==> config.mk <==
export PLATFORM = sky130hd
export DESIGN_NAME = pwe_device_flat
export DESIGN_NICKNAME = d
export VERILOG_FILES = /design/src/core/pwe_pkg.sv /design/src/core/pwe_if.sv /design/src/core/pwe_device.sv /design/src/flat_wrapper.sv
export VERILOG_INCLUDE_DIRS = /design/src /design/src/core
export SDC_FILE = /design/constraint.sdc
export NUM_CORES = 1
export LEC_CHECK = 0
export ABC_AREA = 1
export BUFFER_PORTS_ARGS = -buffer_cell sky130_fd_sc_hd__buf_2
export CAP_MARGIN = 20
export CORE_MARGIN = 10
export CORE_UTILIZATION = 45
export CTS_BUF_LIST = sky130_fd_sc_hd__clkbuf_16
export DETAILED_ROUTE_END_ITERATION = 10
export PLACE_DENSITY = 0.82
export SETUP_SLACK_MARGIN = 0.5
export SYNTH_ARGS = -nofsm -noshare
export SYNTH_HDL_FRONTEND = slang
export SYNTH_SLANG_ARGS = --single-unit
==> constraint.sdc <==
create_clock -name mclk -period 2.7 [get_ports mclk]
set_input_delay 0.135 -clock mclk [delete_from_list [all_inputs] [get_ports mclk]]
set_output_delay 0.135 -clock mclk [all_outputs]
set_load 0.1 [all_outputs]
==> src/core/pwe_regs.svh <==
`ifndef PWE_REGS_SVH
`define PWE_REGS_SVH

// ==============================
// Device register offsets
`define PWE_OFF_INT_EN_CTL 8'hc4
`define PWE_OFF_IRQ_STS 8'hc8
`define PWE_OFF_PM_CTL 8'he0
`define PWE_OFF_PCI_PMCTL 8'h44
`define PWE_OFF_PHY_CFG 8'h50

// ==============================
// Field positions
`define PWE_B_SOFT_IRQ 15
`define PWE_B_WAKE_INT_EN 1
`define PWE_B_WAKE_INT 1
`define PWE_B_PHY_INT 2
`define PWE_B_FLAG_FRAME 4
`define PWE_B_FLAG_ENERGY 5
`define PWE_B_FRAME_EN 9
`define PWE_B_PHY_RST 10
`define PWE_B_ENERGY_EN 14
`define PWE_B_WSG_EN 8
`define PWE_B_PME_FLAG 15
`define PWE_B_PHY_MASK 7
`define PWE_B_PHY_EDPD 0
`define PWE_PM_D0 2'h0
`define PWE_PM_D3 2'h3

// ==============================
// Controller register offsets
`define PWE_AX_CTRL 4'h0
`define PWE_AX_STATUS 4'h4
`define PWE_AX_XADDR 4'h8
`define PWE_AX_XDATA 4'hc
`define PWE_AX_XCMD 5'h10
`define PWE_AX_XRDATA 5'h14
`define PWE_AX_OKAY 2'h0
`define PWE_AX_SLVERR 2'h2

`endif

==> src/core/pwe_pkg.sv <==
package pwe_pkg;
  typedef enum logic [3:0] {
    SEQ_IDLE, SEQ_HALT, SEQ_PHY, SEQ_CLR, SEQ_EN, SEQ_PME, SEQ_D3, SEQ_DIRECT, SEQ_WAIT
  } pwe_seq_t;
  typedef logic [7:0] pwe_addr_t;
  typedef logic [31:0] pwe_word_t;
endpackage : pwe_pkg

==> src/core/pwe_if.sv <==
`timescale 1ns/1ps
`default_nettype none
interface pwe_if (input wire logic mclk);
  import pwe_pkg::*;
  // Register access, one request per ack
  logic reg_req;
  logic reg_we;
  pwe_addr_t reg_addr;
  pwe_word_t reg_wdata;
  pwe_word_t reg_rdata;
  logic reg_ack;
  // Power-management wake, active low
  logic wake_request_out_n;

  modport dev (
    input reg_req, reg_we, reg_addr, reg_wdata,
    output reg_rdata, reg_ack, wake_request_out_n
  );
  modport host (
    output reg_req, reg_we, reg_addr, reg_wdata,
    input reg_rdata, reg_ack, wake_request_out_n
  );
endinterface : pwe_if
`default_nettype wire

==> src/core/pwe_device.sv <==
// Functional notes
// - Host drains traffic and halts DMA first
// - Enable with frame flag set wakes immediately
// - Frame flag clear blocked while MAC event
// - Wake enable must precede D3 entry
// - Power state D3 code enters D3hot
// - Armed frame detection asserts wake output
// - Wake output holds until enable/flag cleared
// - Wake-caused device reset clears frame flag
// - Host unmasks PHY energy interrupt bit 7
// - Energy-detect powerdown: no traffic, activity interrupt
// - Enable with energy flag set wakes immediately
// - Energy flag clear blocked while PHY interrupt
// - D3 without wake enable powers PHY down
// - Armed energy detection asserts wake output
// - Write one clears, zero leaves bit
// - Self-clearing bits return to zero, readable
// - Soft-reset-immune bits keep value
// - Soft irq enable rising edge sets interrupt
// - Enabled sources raise internal wake event
// - Wake status clears once both flags clear
`timescale 1ns/1ps
`default_nettype none
`include "pwe_regs.svh"
module pwe_device
  import pwe_pkg::*;
(
  // Clock and resets
  input wire logic mclk,
  input wire logic srst,
  input wire logic soft_rst,
  input wire logic wake_reset,
  // Host side
  pwe_if.dev bus,
  // MAC and PHY events
  input wire logic mac_wake_event,
  input wire logic phy_energy_in,
  // PHY control and state
  output logic phy_powerdown,
  output logic phy_edpd_mode,
  output logic phy_reset_pulse,
  output logic in_d3,
  output logic wake_int
);

  // ==============================
  // Register state
  logic soft_irq_trigger_r;
  logic wake_int_en_r;
  logic soft_irq_flag_r;
  logic [1:0] wakeup_source_flags_r;
  logic frame_wake_enable_r;
  logic energy_wake_enable_r;
  logic phy_rst_r;
  logic [1:0] power_state_field_r;
  logic wake_signal_enable_r;
  logic wake_signal_flag_r;
  logic phy_mask_r;
  logic phy_edpd_r;
  logic gpd_r;
  pwe_word_t rdata_r;
  logic ack_r;

  logic wr;
  logic rd;
  logic wr_ctl;
  logic wr_sts;
  logic wr_pm;
  logic wr_pmcsr;
  logic wr_phy;
  logic phy_irq;
  logic wake_event;
  logic d3_entry;
  logic detect_ok;
  pwe_word_t rd_word;

  assign wr = bus.reg_req && bus.reg_we;
  assign rd = bus.reg_req && !bus.reg_we;
  assign wr_ctl = wr && bus.reg_addr == `PWE_OFF_INT_EN_CTL;
  assign wr_sts = wr && bus.reg_addr == `PWE_OFF_IRQ_STS;
  assign wr_pm = wr && bus.reg_addr == `PWE_OFF_PM_CTL;
  assign wr_pmcsr = wr && bus.reg_addr == `PWE_OFF_PCI_PMCTL;
  assign wr_phy = wr && bus.reg_addr == `PWE_OFF_PHY_CFG;

  // PHY raises its interrupt only for an unmasked energy event
  assign phy_irq = phy_energy_in && phy_mask_r;
  // Level-based so a flag already set fires as soon as its enable rises
  assign wake_event = (frame_wake_enable_r && wakeup_source_flags_r[1])
    || (energy_wake_enable_r && wakeup_source_flags_r[0]);
  assign d3_entry = wr_pmcsr && bus.reg_wdata[1:0] == `PWE_PM_D3 && power_state_field_r != `PWE_PM_D3;
  // Powered-down PHY sees no frames and no line energy
  assign detect_ok = !gpd_r;

  // ==============================
  // Interrupt enable control
  always_ff @(posedge mclk) begin
    if (srst || soft_rst || wake_reset) begin
      soft_irq_trigger_r <= 1'b0;
      wake_int_en_r <= 1'b0;
    end else if (wr_ctl) begin
      soft_irq_trigger_r <= bus.reg_wdata[`PWE_B_SOFT_IRQ];
      wake_int_en_r <= bus.reg_wdata[`PWE_B_WAKE_INT_EN];
    end
  end

  // Soft interrupt flag: a fresh rising edge beats a same-cycle clear
  always_ff @(posedge mclk) begin
    if (srst || soft_rst || wake_reset) begin
      soft_irq_flag_r <= 1'b0;
    end else if (wr_ctl && bus.reg_wdata[`PWE_B_SOFT_IRQ] && !soft_irq_trigger_r) begin
      soft_irq_flag_r <= 1'b1;
    end else if (wr_sts && bus.reg_wdata[`PWE_B_SOFT_IRQ]) begin
      soft_irq_flag_r <= 1'b0;
    end
  end

  // ==============================
  // Wakeup source flags, kept across software reset
  generate
    for (genvar i = 0; i < 2; i++) begin : g_flag
      logic src;
      logic clr;
      assign src = detect_ok && (i == 1 ? mac_wake_event : phy_irq);
      assign clr = wr_pm && bus.reg_wdata[i == 1 ? `PWE_B_FLAG_FRAME : `PWE_B_FLAG_ENERGY];
      always_ff @(posedge mclk) begin
        if (srst) begin
          wakeup_source_flags_r[i] <= 1'b0;
        end else if (src) begin
          // Source still active holds the flag against any clear
          wakeup_source_flags_r[i] <= 1'b1;
        end else if (clr || (i == 1 && wake_reset)) begin
          wakeup_source_flags_r[i] <= 1'b0;
        end
      end
    end
  endgenerate

  // Wake enables survive software reset
  always_ff @(posedge mclk) begin
    if (srst) begin
      frame_wake_enable_r <= 1'b0;
      energy_wake_enable_r <= 1'b0;
    end else if (wr_pm) begin
      frame_wake_enable_r <= bus.reg_wdata[`PWE_B_FRAME_EN];
      energy_wake_enable_r <= bus.reg_wdata[`PWE_B_ENERGY_EN];
    end
  end

  // PHY reset bit clears itself one cycle after it is written
  always_ff @(posedge mclk) begin
    if (srst || soft_rst) begin
      phy_rst_r <= 1'b0;
    end else begin
      phy_rst_r <= wr_pm && bus.reg_wdata[`PWE_B_PHY_RST];
    end
  end

  // ==============================
  // PCI power state and wake signal context
  always_ff @(posedge mclk) begin
    if (srst) begin
      power_state_field_r <= `PWE_PM_D0;
      wake_signal_enable_r <= 1'b0;
    end else if (wr_pmcsr) begin
      power_state_field_r <= bus.reg_wdata[1:0];
      wake_signal_enable_r <= bus.reg_wdata[`PWE_B_WSG_EN];
    end
  end

  always_ff @(posedge mclk) begin
    if (srst) begin
      wake_signal_flag_r <= 1'b0;
    end else if (wake_event && wake_signal_enable_r && detect_ok) begin
      wake_signal_flag_r <= 1'b1;
    end else if (wr_pmcsr && bus.reg_wdata[`PWE_B_PME_FLAG]) begin
      wake_signal_flag_r <= 1'b0;
    end
  end

  // Enable is sampled only at D3 entry; leaving D3 restores the PHY
  always_ff @(posedge mclk) begin
    if (srst) begin
      gpd_r <= 1'b0;
    end else if (d3_entry) begin
      gpd_r <= !wake_signal_enable_r;
    end else if (wr_pmcsr && bus.reg_wdata[1:0] != `PWE_PM_D3) begin
      gpd_r <= 1'b0;
    end
  end

  // ==============================
  // PHY configuration
  always_ff @(posedge mclk) begin
    if (srst) begin
      phy_mask_r <= 1'b0;
      phy_edpd_r <= 1'b0;
    end else if (wr_phy) begin
      phy_mask_r <= bus.reg_wdata[`PWE_B_PHY_MASK];
      phy_edpd_r <= bus.reg_wdata[`PWE_B_PHY_EDPD];
    end
  end

  // ==============================
  // Read mux and acknowledge
  always_comb begin
    rd_word = '0;
    unique case (bus.reg_addr)
      `PWE_OFF_INT_EN_CTL: begin
        rd_word[`PWE_B_SOFT_IRQ] = soft_irq_trigger_r;
        rd_word[`PWE_B_WAKE_INT_EN] = wake_int_en_r;
      end
      `PWE_OFF_IRQ_STS: begin
        rd_word[`PWE_B_SOFT_IRQ] = soft_irq_flag_r;
        rd_word[`PWE_B_PHY_INT] = phy_irq;
        rd_word[`PWE_B_WAKE_INT] = |wakeup_source_flags_r;
      end
      `PWE_OFF_PM_CTL: begin
        rd_word[`PWE_B_FLAG_FRAME] = wakeup_source_flags_r[1];
        rd_word[`PWE_B_FLAG_ENERGY] = wakeup_source_flags_r[0];
        rd_word[`PWE_B_FRAME_EN] = frame_wake_enable_r;
        rd_word[`PWE_B_PHY_RST] = phy_rst_r;
        rd_word[`PWE_B_ENERGY_EN] = energy_wake_enable_r;
      end
      `PWE_OFF_PCI_PMCTL: begin
        rd_word[1:0] = power_state_field_r;
        rd_word[`PWE_B_WSG_EN] = wake_signal_enable_r;
        rd_word[`PWE_B_PME_FLAG] = wake_signal_flag_r;
      end
      `PWE_OFF_PHY_CFG: begin
        rd_word[`PWE_B_PHY_MASK] = phy_mask_r;
        rd_word[`PWE_B_PHY_EDPD] = phy_edpd_r;
      end
      default: rd_word = '0;
    endcase
  end

  always_ff @(posedge mclk) begin
    if (srst) begin
      rdata_r <= '0;
      ack_r <= 1'b0;
    end else begin
      ack_r <= bus.reg_req;
      if (rd) begin
        rdata_r <= rd_word;
      end
    end
  end

  // ==============================
  // Outputs
  assign bus.reg_ack = ack_r;
  assign bus.reg_rdata = rdata_r;
  assign bus.wake_request_out_n = !(wake_signal_enable_r && wake_signal_flag_r);
  assign phy_powerdown = gpd_r;
  assign phy_edpd_mode = phy_edpd_r;
  assign phy_reset_pulse = phy_rst_r;
  assign in_d3 = power_state_field_r == `PWE_PM_D3;
  assign wake_int = |wakeup_source_flags_r && wake_int_en_r;

endmodule : pwe_device
`default_nettype wire

==> src/flat_wrapper.sv <==
// flat-port wrapper written by rule: the top's interface ports become plain ports
module pwe_device_flat import pwe_pkg::*;
  (mclk, srst, soft_rst, wake_reset, mac_wake_event, phy_energy_in, phy_powerdown, phy_edpd_mode, phy_reset_pulse, in_d3, wake_int, bus_reg_req, bus_reg_we, bus_reg_addr, bus_reg_wdata, bus_reg_rdata, bus_reg_ack, bus_wake_request_out_n);
  pwe_if bus_i (.mclk(mclk));
  input wire logic mclk;
  input wire logic srst;
  input wire logic soft_rst;
  input wire logic wake_reset;
  input wire logic mac_wake_event;
  input wire logic phy_energy_in;
  output logic phy_powerdown;
  output logic phy_edpd_mode;
  output logic phy_reset_pulse;
  output logic in_d3;
  output logic wake_int;
  input wire logic [$bits(bus_i.reg_req)-1:0] bus_reg_req;
  input wire logic [$bits(bus_i.reg_we)-1:0] bus_reg_we;
  input wire logic [$bits(bus_i.reg_addr)-1:0] bus_reg_addr;
  input wire logic [$bits(bus_i.reg_wdata)-1:0] bus_reg_wdata;
  output wire logic [$bits(bus_i.reg_rdata)-1:0] bus_reg_rdata;
  output wire logic [$bits(bus_i.reg_ack)-1:0] bus_reg_ack;
  output wire logic [$bits(bus_i.wake_request_out_n)-1:0] bus_wake_request_out_n;
  assign bus_i.reg_req = bus_reg_req;
  assign bus_i.reg_we = bus_reg_we;
  assign bus_i.reg_addr = bus_reg_addr;
  assign bus_i.reg_wdata = bus_reg_wdata;
  assign bus_reg_rdata = bus_i.reg_rdata;
  assign bus_reg_ack = bus_i.reg_ack;
  assign bus_wake_request_out_n = bus_i.wake_request_out_n;
  pwe_device u_core (.mclk(mclk), .srst(srst), .soft_rst(soft_rst), .wake_reset(wake_reset), .bus(bus_i), .mac_wake_event(mac_wake_event), .phy_energy_in(phy_energy_in), .phy_powerdown(phy_powerdown), .phy_edpd_mode(phy_edpd_mode), .phy_reset_pulse(phy_reset_pulse), .in_d3(in_d3), .wake_int(wake_int));
endmodule
* Word level (Yosys, flattened, before mapping) *
Index checks and enable logic that the tools add are counted.

cells by class
  equal/unequal tests = 9
  multiplexer cells = 19
  reductions and logical operators = 41

operator list
  kind                  count
  $logic_and A1 B1 Y1   26
  $eq A8 B8 Y1 const B  3
  $eq A8 B7 Y1 const B  2
  $mux W1               14
  $reduce_bool A2 Y1    5
  $pmux W1 S3           2
  $logic_not A1 Y1      5
  $eq A2 B2 Y1 const B  2
  $logic_or A1 B1 Y1    4
  $mux W2               2
  $ne A2 B2 Y1 const B  2
  $pmux W1 S2           1
  $reduce_or A2 Y1      1

word-level totals
  register bits = 27
  bits of input ports = 48
  output and inout port bits = 39

* Depth between registers and ports, before layout *
  depth after elaboration = 6
  depth in mapped cells = 9
  depth with buffers taken out = 9

* Worst setup path after synthesis *
No wires, ideal clock.

  kind = flip-flop to output port
  start = register u_core.wakeup_source_flags_r[0]
  end = output wake_int
  arrival time = 1.873 ns
  data required time = 2.565 ns
  path slack = 0.692 ns
  stages on the path, launching flop included = 3
  buffers on the path = 0
  cell sequence = dfxtp_1 > inv_1 > a21oi_1

on the way
  longest elaborated chain between the ends = 2

RTL lines
  element                            line                source
  from (decl)                        pwe_device.sv:51    logic [1:0] wakeup_source_flags_r;
  from (signal, indexed assignment)  pwe_device.sv:127   wakeup_source_flags_r[i] <= 1'b0;
  from (signal, indexed assignment)  pwe_device.sv:130   wakeup_source_flags_r[i] <= 1'b1;
  from (signal, indexed assignment)  pwe_device.sv:132   wakeup_source_flags_r[i] <= 1'b0;
  $reduce_or A2 Y1                   pwe_device.sv:258   assign wake_int = |wakeup_source_flags_r && wake_int_en_r;
  $logic_and A1 B1 Y1                pwe_device.sv:258
  to (decl)                          flat_wrapper.sv:15  output logic wake_int;

No other way between the ends.

* Worst setup path after layout *
Ends and elaborated chain as after synthesis.

==> impl_metrics.json <==
{
  "synth_commonest_cells": "41 x nand2_1, 27 x dfxtp_1, 24 x nor2_1, 22 x buf_4, 19 x inv_1",
  "leakage_nw": 0.885,
  "tns_ps": 0,
  "vias_per_cell": 4.51,
  "synth-seq-area-share_pct": 36.4,
  "ctsLongestPathBuffers": 2,
  "drtIter0Drc": 70,
  "synth_edf_count": 0,
  "hold_path_class": "primary input to flop",
  "gp_congestion": 0.899,
  "yosysUniqueCellTypes": 26,
  "irDropWorstVdd_uv": 364,
  "wl_per_cell_um": 12.1,
  "grt.busiest_layer": "met2",
  "avgSynthCellArea_um2": 7.11,
  "cp_data_arrival_time_ps": 1360,
  "syn-cell-area_um2": 1490,
  "synth.area.top_cells": "dfxtp_1 36%, buf_4 11%, nand2_1 10%, nor2_1 6.1%, a21oi_1 5.7%",
  "p_per_area_nw_per_um2": 580,
  "drc": 0,
  "std_cell_rows": 20,
  "crit_family": "buffers and inverters",
  "cts_setup_buffers": 0,
  "ys.flop_type": "dfxtp_1",
  "clock_sinks": 27,
  "hold_buffers": 0,
  "final_core_util_pct": 55.6,
  "setup_violations": 0,
  "rsz0062_at_grt": "false",
  "crit_fanout": 3,
  "wl_um": 3570,
  "grt_usage_pct": 11.1,
  "cap_violations": 0,
  "nets": 300,
  "worstPathCellList": "inv_1 -> a21oi_1 -> buf_2",
  "met1_usage_pct": 12.7,
  "use_met3_pct": 5.53,
  "ant_nets": 0,
  "required_ps": 2570,
  "hpwl_um": 2870,
  "final_layout_size_suffix_gt1_share_pct": 26.3,
  "synth_top_area_cell": "dfxtp_1",
  "antenna_found_initial": 0,
  "htree_num_levels": 1,
  "maxSlewViolCount": 0,
  "die_h_um": 77.5,
  "yosys_warnings": 0,
  "cts_repair_resize_count": 0,
  "path_class": "flop to output pin",
  "largest_reg_flops": 11,
  "synth-seq-cells": 27,
  "first_pass_iters": 4,
  "syn_inst": 209,
  "cts_tree": "built",
  "core_um2": 3100,
  "grt_pass1_vias": 1277,
  "max_freq_ghz": 0.668,
  "grt_pass1_wl_um": 5700,
  "synth_top_cell_area_share_pct": 36.4,
  "clkTransAtPathRegs_ps": 60,
  "cts_root_buf": "clkbuf_16",
  "status": "finished clean",
  "use_met2_pct": 18.1,
  "ios": 87,
  "antenna_cells": 0,
  "cp-end-kind": "output pin",
  "start_util_pct": 47.9,
  "critPathMaxStageDelay_ps": 460,
  "skew_ps": 1.16,
  "hold_viol_final": 0,
  "syn_to_final_growth_pct": 16.3,
  "port_buffers": 43,
  "period_share_pct": 55.4,
  "vias": 1330,
  "worst-path-buf-inv": 2,
  "async_flop_share_pct": 0,
  "die_area_um2": 6000,
  "overflow": 0,
  "grt_max_degree": 22,
  "start_kind": "flop",
  "critPathSlowestCell": "buf_2",
  "die_w_um": 77.5,
  "synthMostInstantiatedCell": "nand2_1",
  "cts_buffers": 3,
  "clk_latency_ps": 250,
  "period_needed_ps": 1500
}
[cells by family (layout without fill, tap and decap cells)]
family / count (synthesis) / count (layout) / synth area share [%]
DFF: 27 / 27 / 36.4
other: 1 / 21 / 0.252
and+or+nand+nor: 99 / 99 / 33.5
AOI/OAI and AO/OA: 31 / 31 / 10.7
buffers and inverters: 51 / 73 / 19.1
[report_power, final]
part	switching (W)	internal [W]	leakage, nW	total, W
combinational	0.000235	0.0000320	0.623	0.000267
clock	0.000125	0.000198	0.0423	0.000323
sequential	0.00000387	0.000408	0.219	0.000412
total	0.000364	0.000638	0.885	0.00100
[per-stage QoR]
step | area [um^2] | total power, W | worst slack [ps] | hold WS (ps) | instances
CTS | 1730 | 0.00101 | 1230 | 98.2 | 295
global placement | 1650 | 0.000686 | 1490 | 359 | 291
floorplan | 1560 | 0.000672 | 692 | 242 | 229
detailed placement | 1650 | 0.000687 | 1450 | 363 | 291
finish | 1730 | 0.00100 | 1200 | 99.6 | 295
global route | 1730 | 0.00104 | 1140 | 104 | 295
[layout by cell type, fill, tap and decap left out]
master / instances
nor3_1: 1
nand3_1: 14
and2_1: 2
a211oi_1: 1
dfxtp_1: 27
clkbuf_16: 3
nor2_8: 1
nor2_4: 2
o21ai_0: 9
o22ai_1: 1
nor2_2: 2
a21oi_1: 17
nand2_2: 3
nand2_4: 3
inv_2: 6
nor2_1: 24
nor3_4: 2
buf_2: 43
nand4_1: 3
nand3b_1: 1
inv_1: 20
nand2_1: 41
o21ai_1: 3
conb_1: 21
buf_4: 1
[worst min-delay path, stage by stage]
cell,delay (ps)
buf_2,70
nor2_1,30
nor2_1,80
[path summary, 6_finish.rpt]
path / depth (start not counted) / start / end / slack, ps
setup / recovery: 3 / u_core.wakeup_source_flags_r[0] / wake_int / 1200
hold / removal: 3 / bus_reg_wdata[9] / u_core.frame_wake_enable_r / 100
setup reg to reg: 6 / u_core.wakeup_source_flags_r[0] / u_core.bus.reg_rdata[1] / 1750
hold reg to reg: 2 / u_core.bus.reg_rdata[1] / u_core.bus.reg_rdata[1] / 470
[final cells by class]
| class | count | area, um^2 |
|---|---|---|
| clock buffers | 3 | 75.1 |
| clock inverters | 1 | 3.75 |
| flip-flops and latches | 27 | 541 |
| inverters | 25 | 93.8 |
| repair buffers | 44 | 223 |
| multi-input cells | 151 | 736 |
| fillers | 315 | 1380 |
| well taps | 44 | 55.1 |
[metal layers]
| metal | up-vias | part of all wire, % |
|---|---|---|
| met5 | - | 0 |
| met4 | 0 | 1.4 |
| met3 | 6 | 9.7 |
| met2 | 45 | 46 |
| met1 | 576 | 42 |
| li1 | 703 | - |
Power figures use the tool's default switching activity.
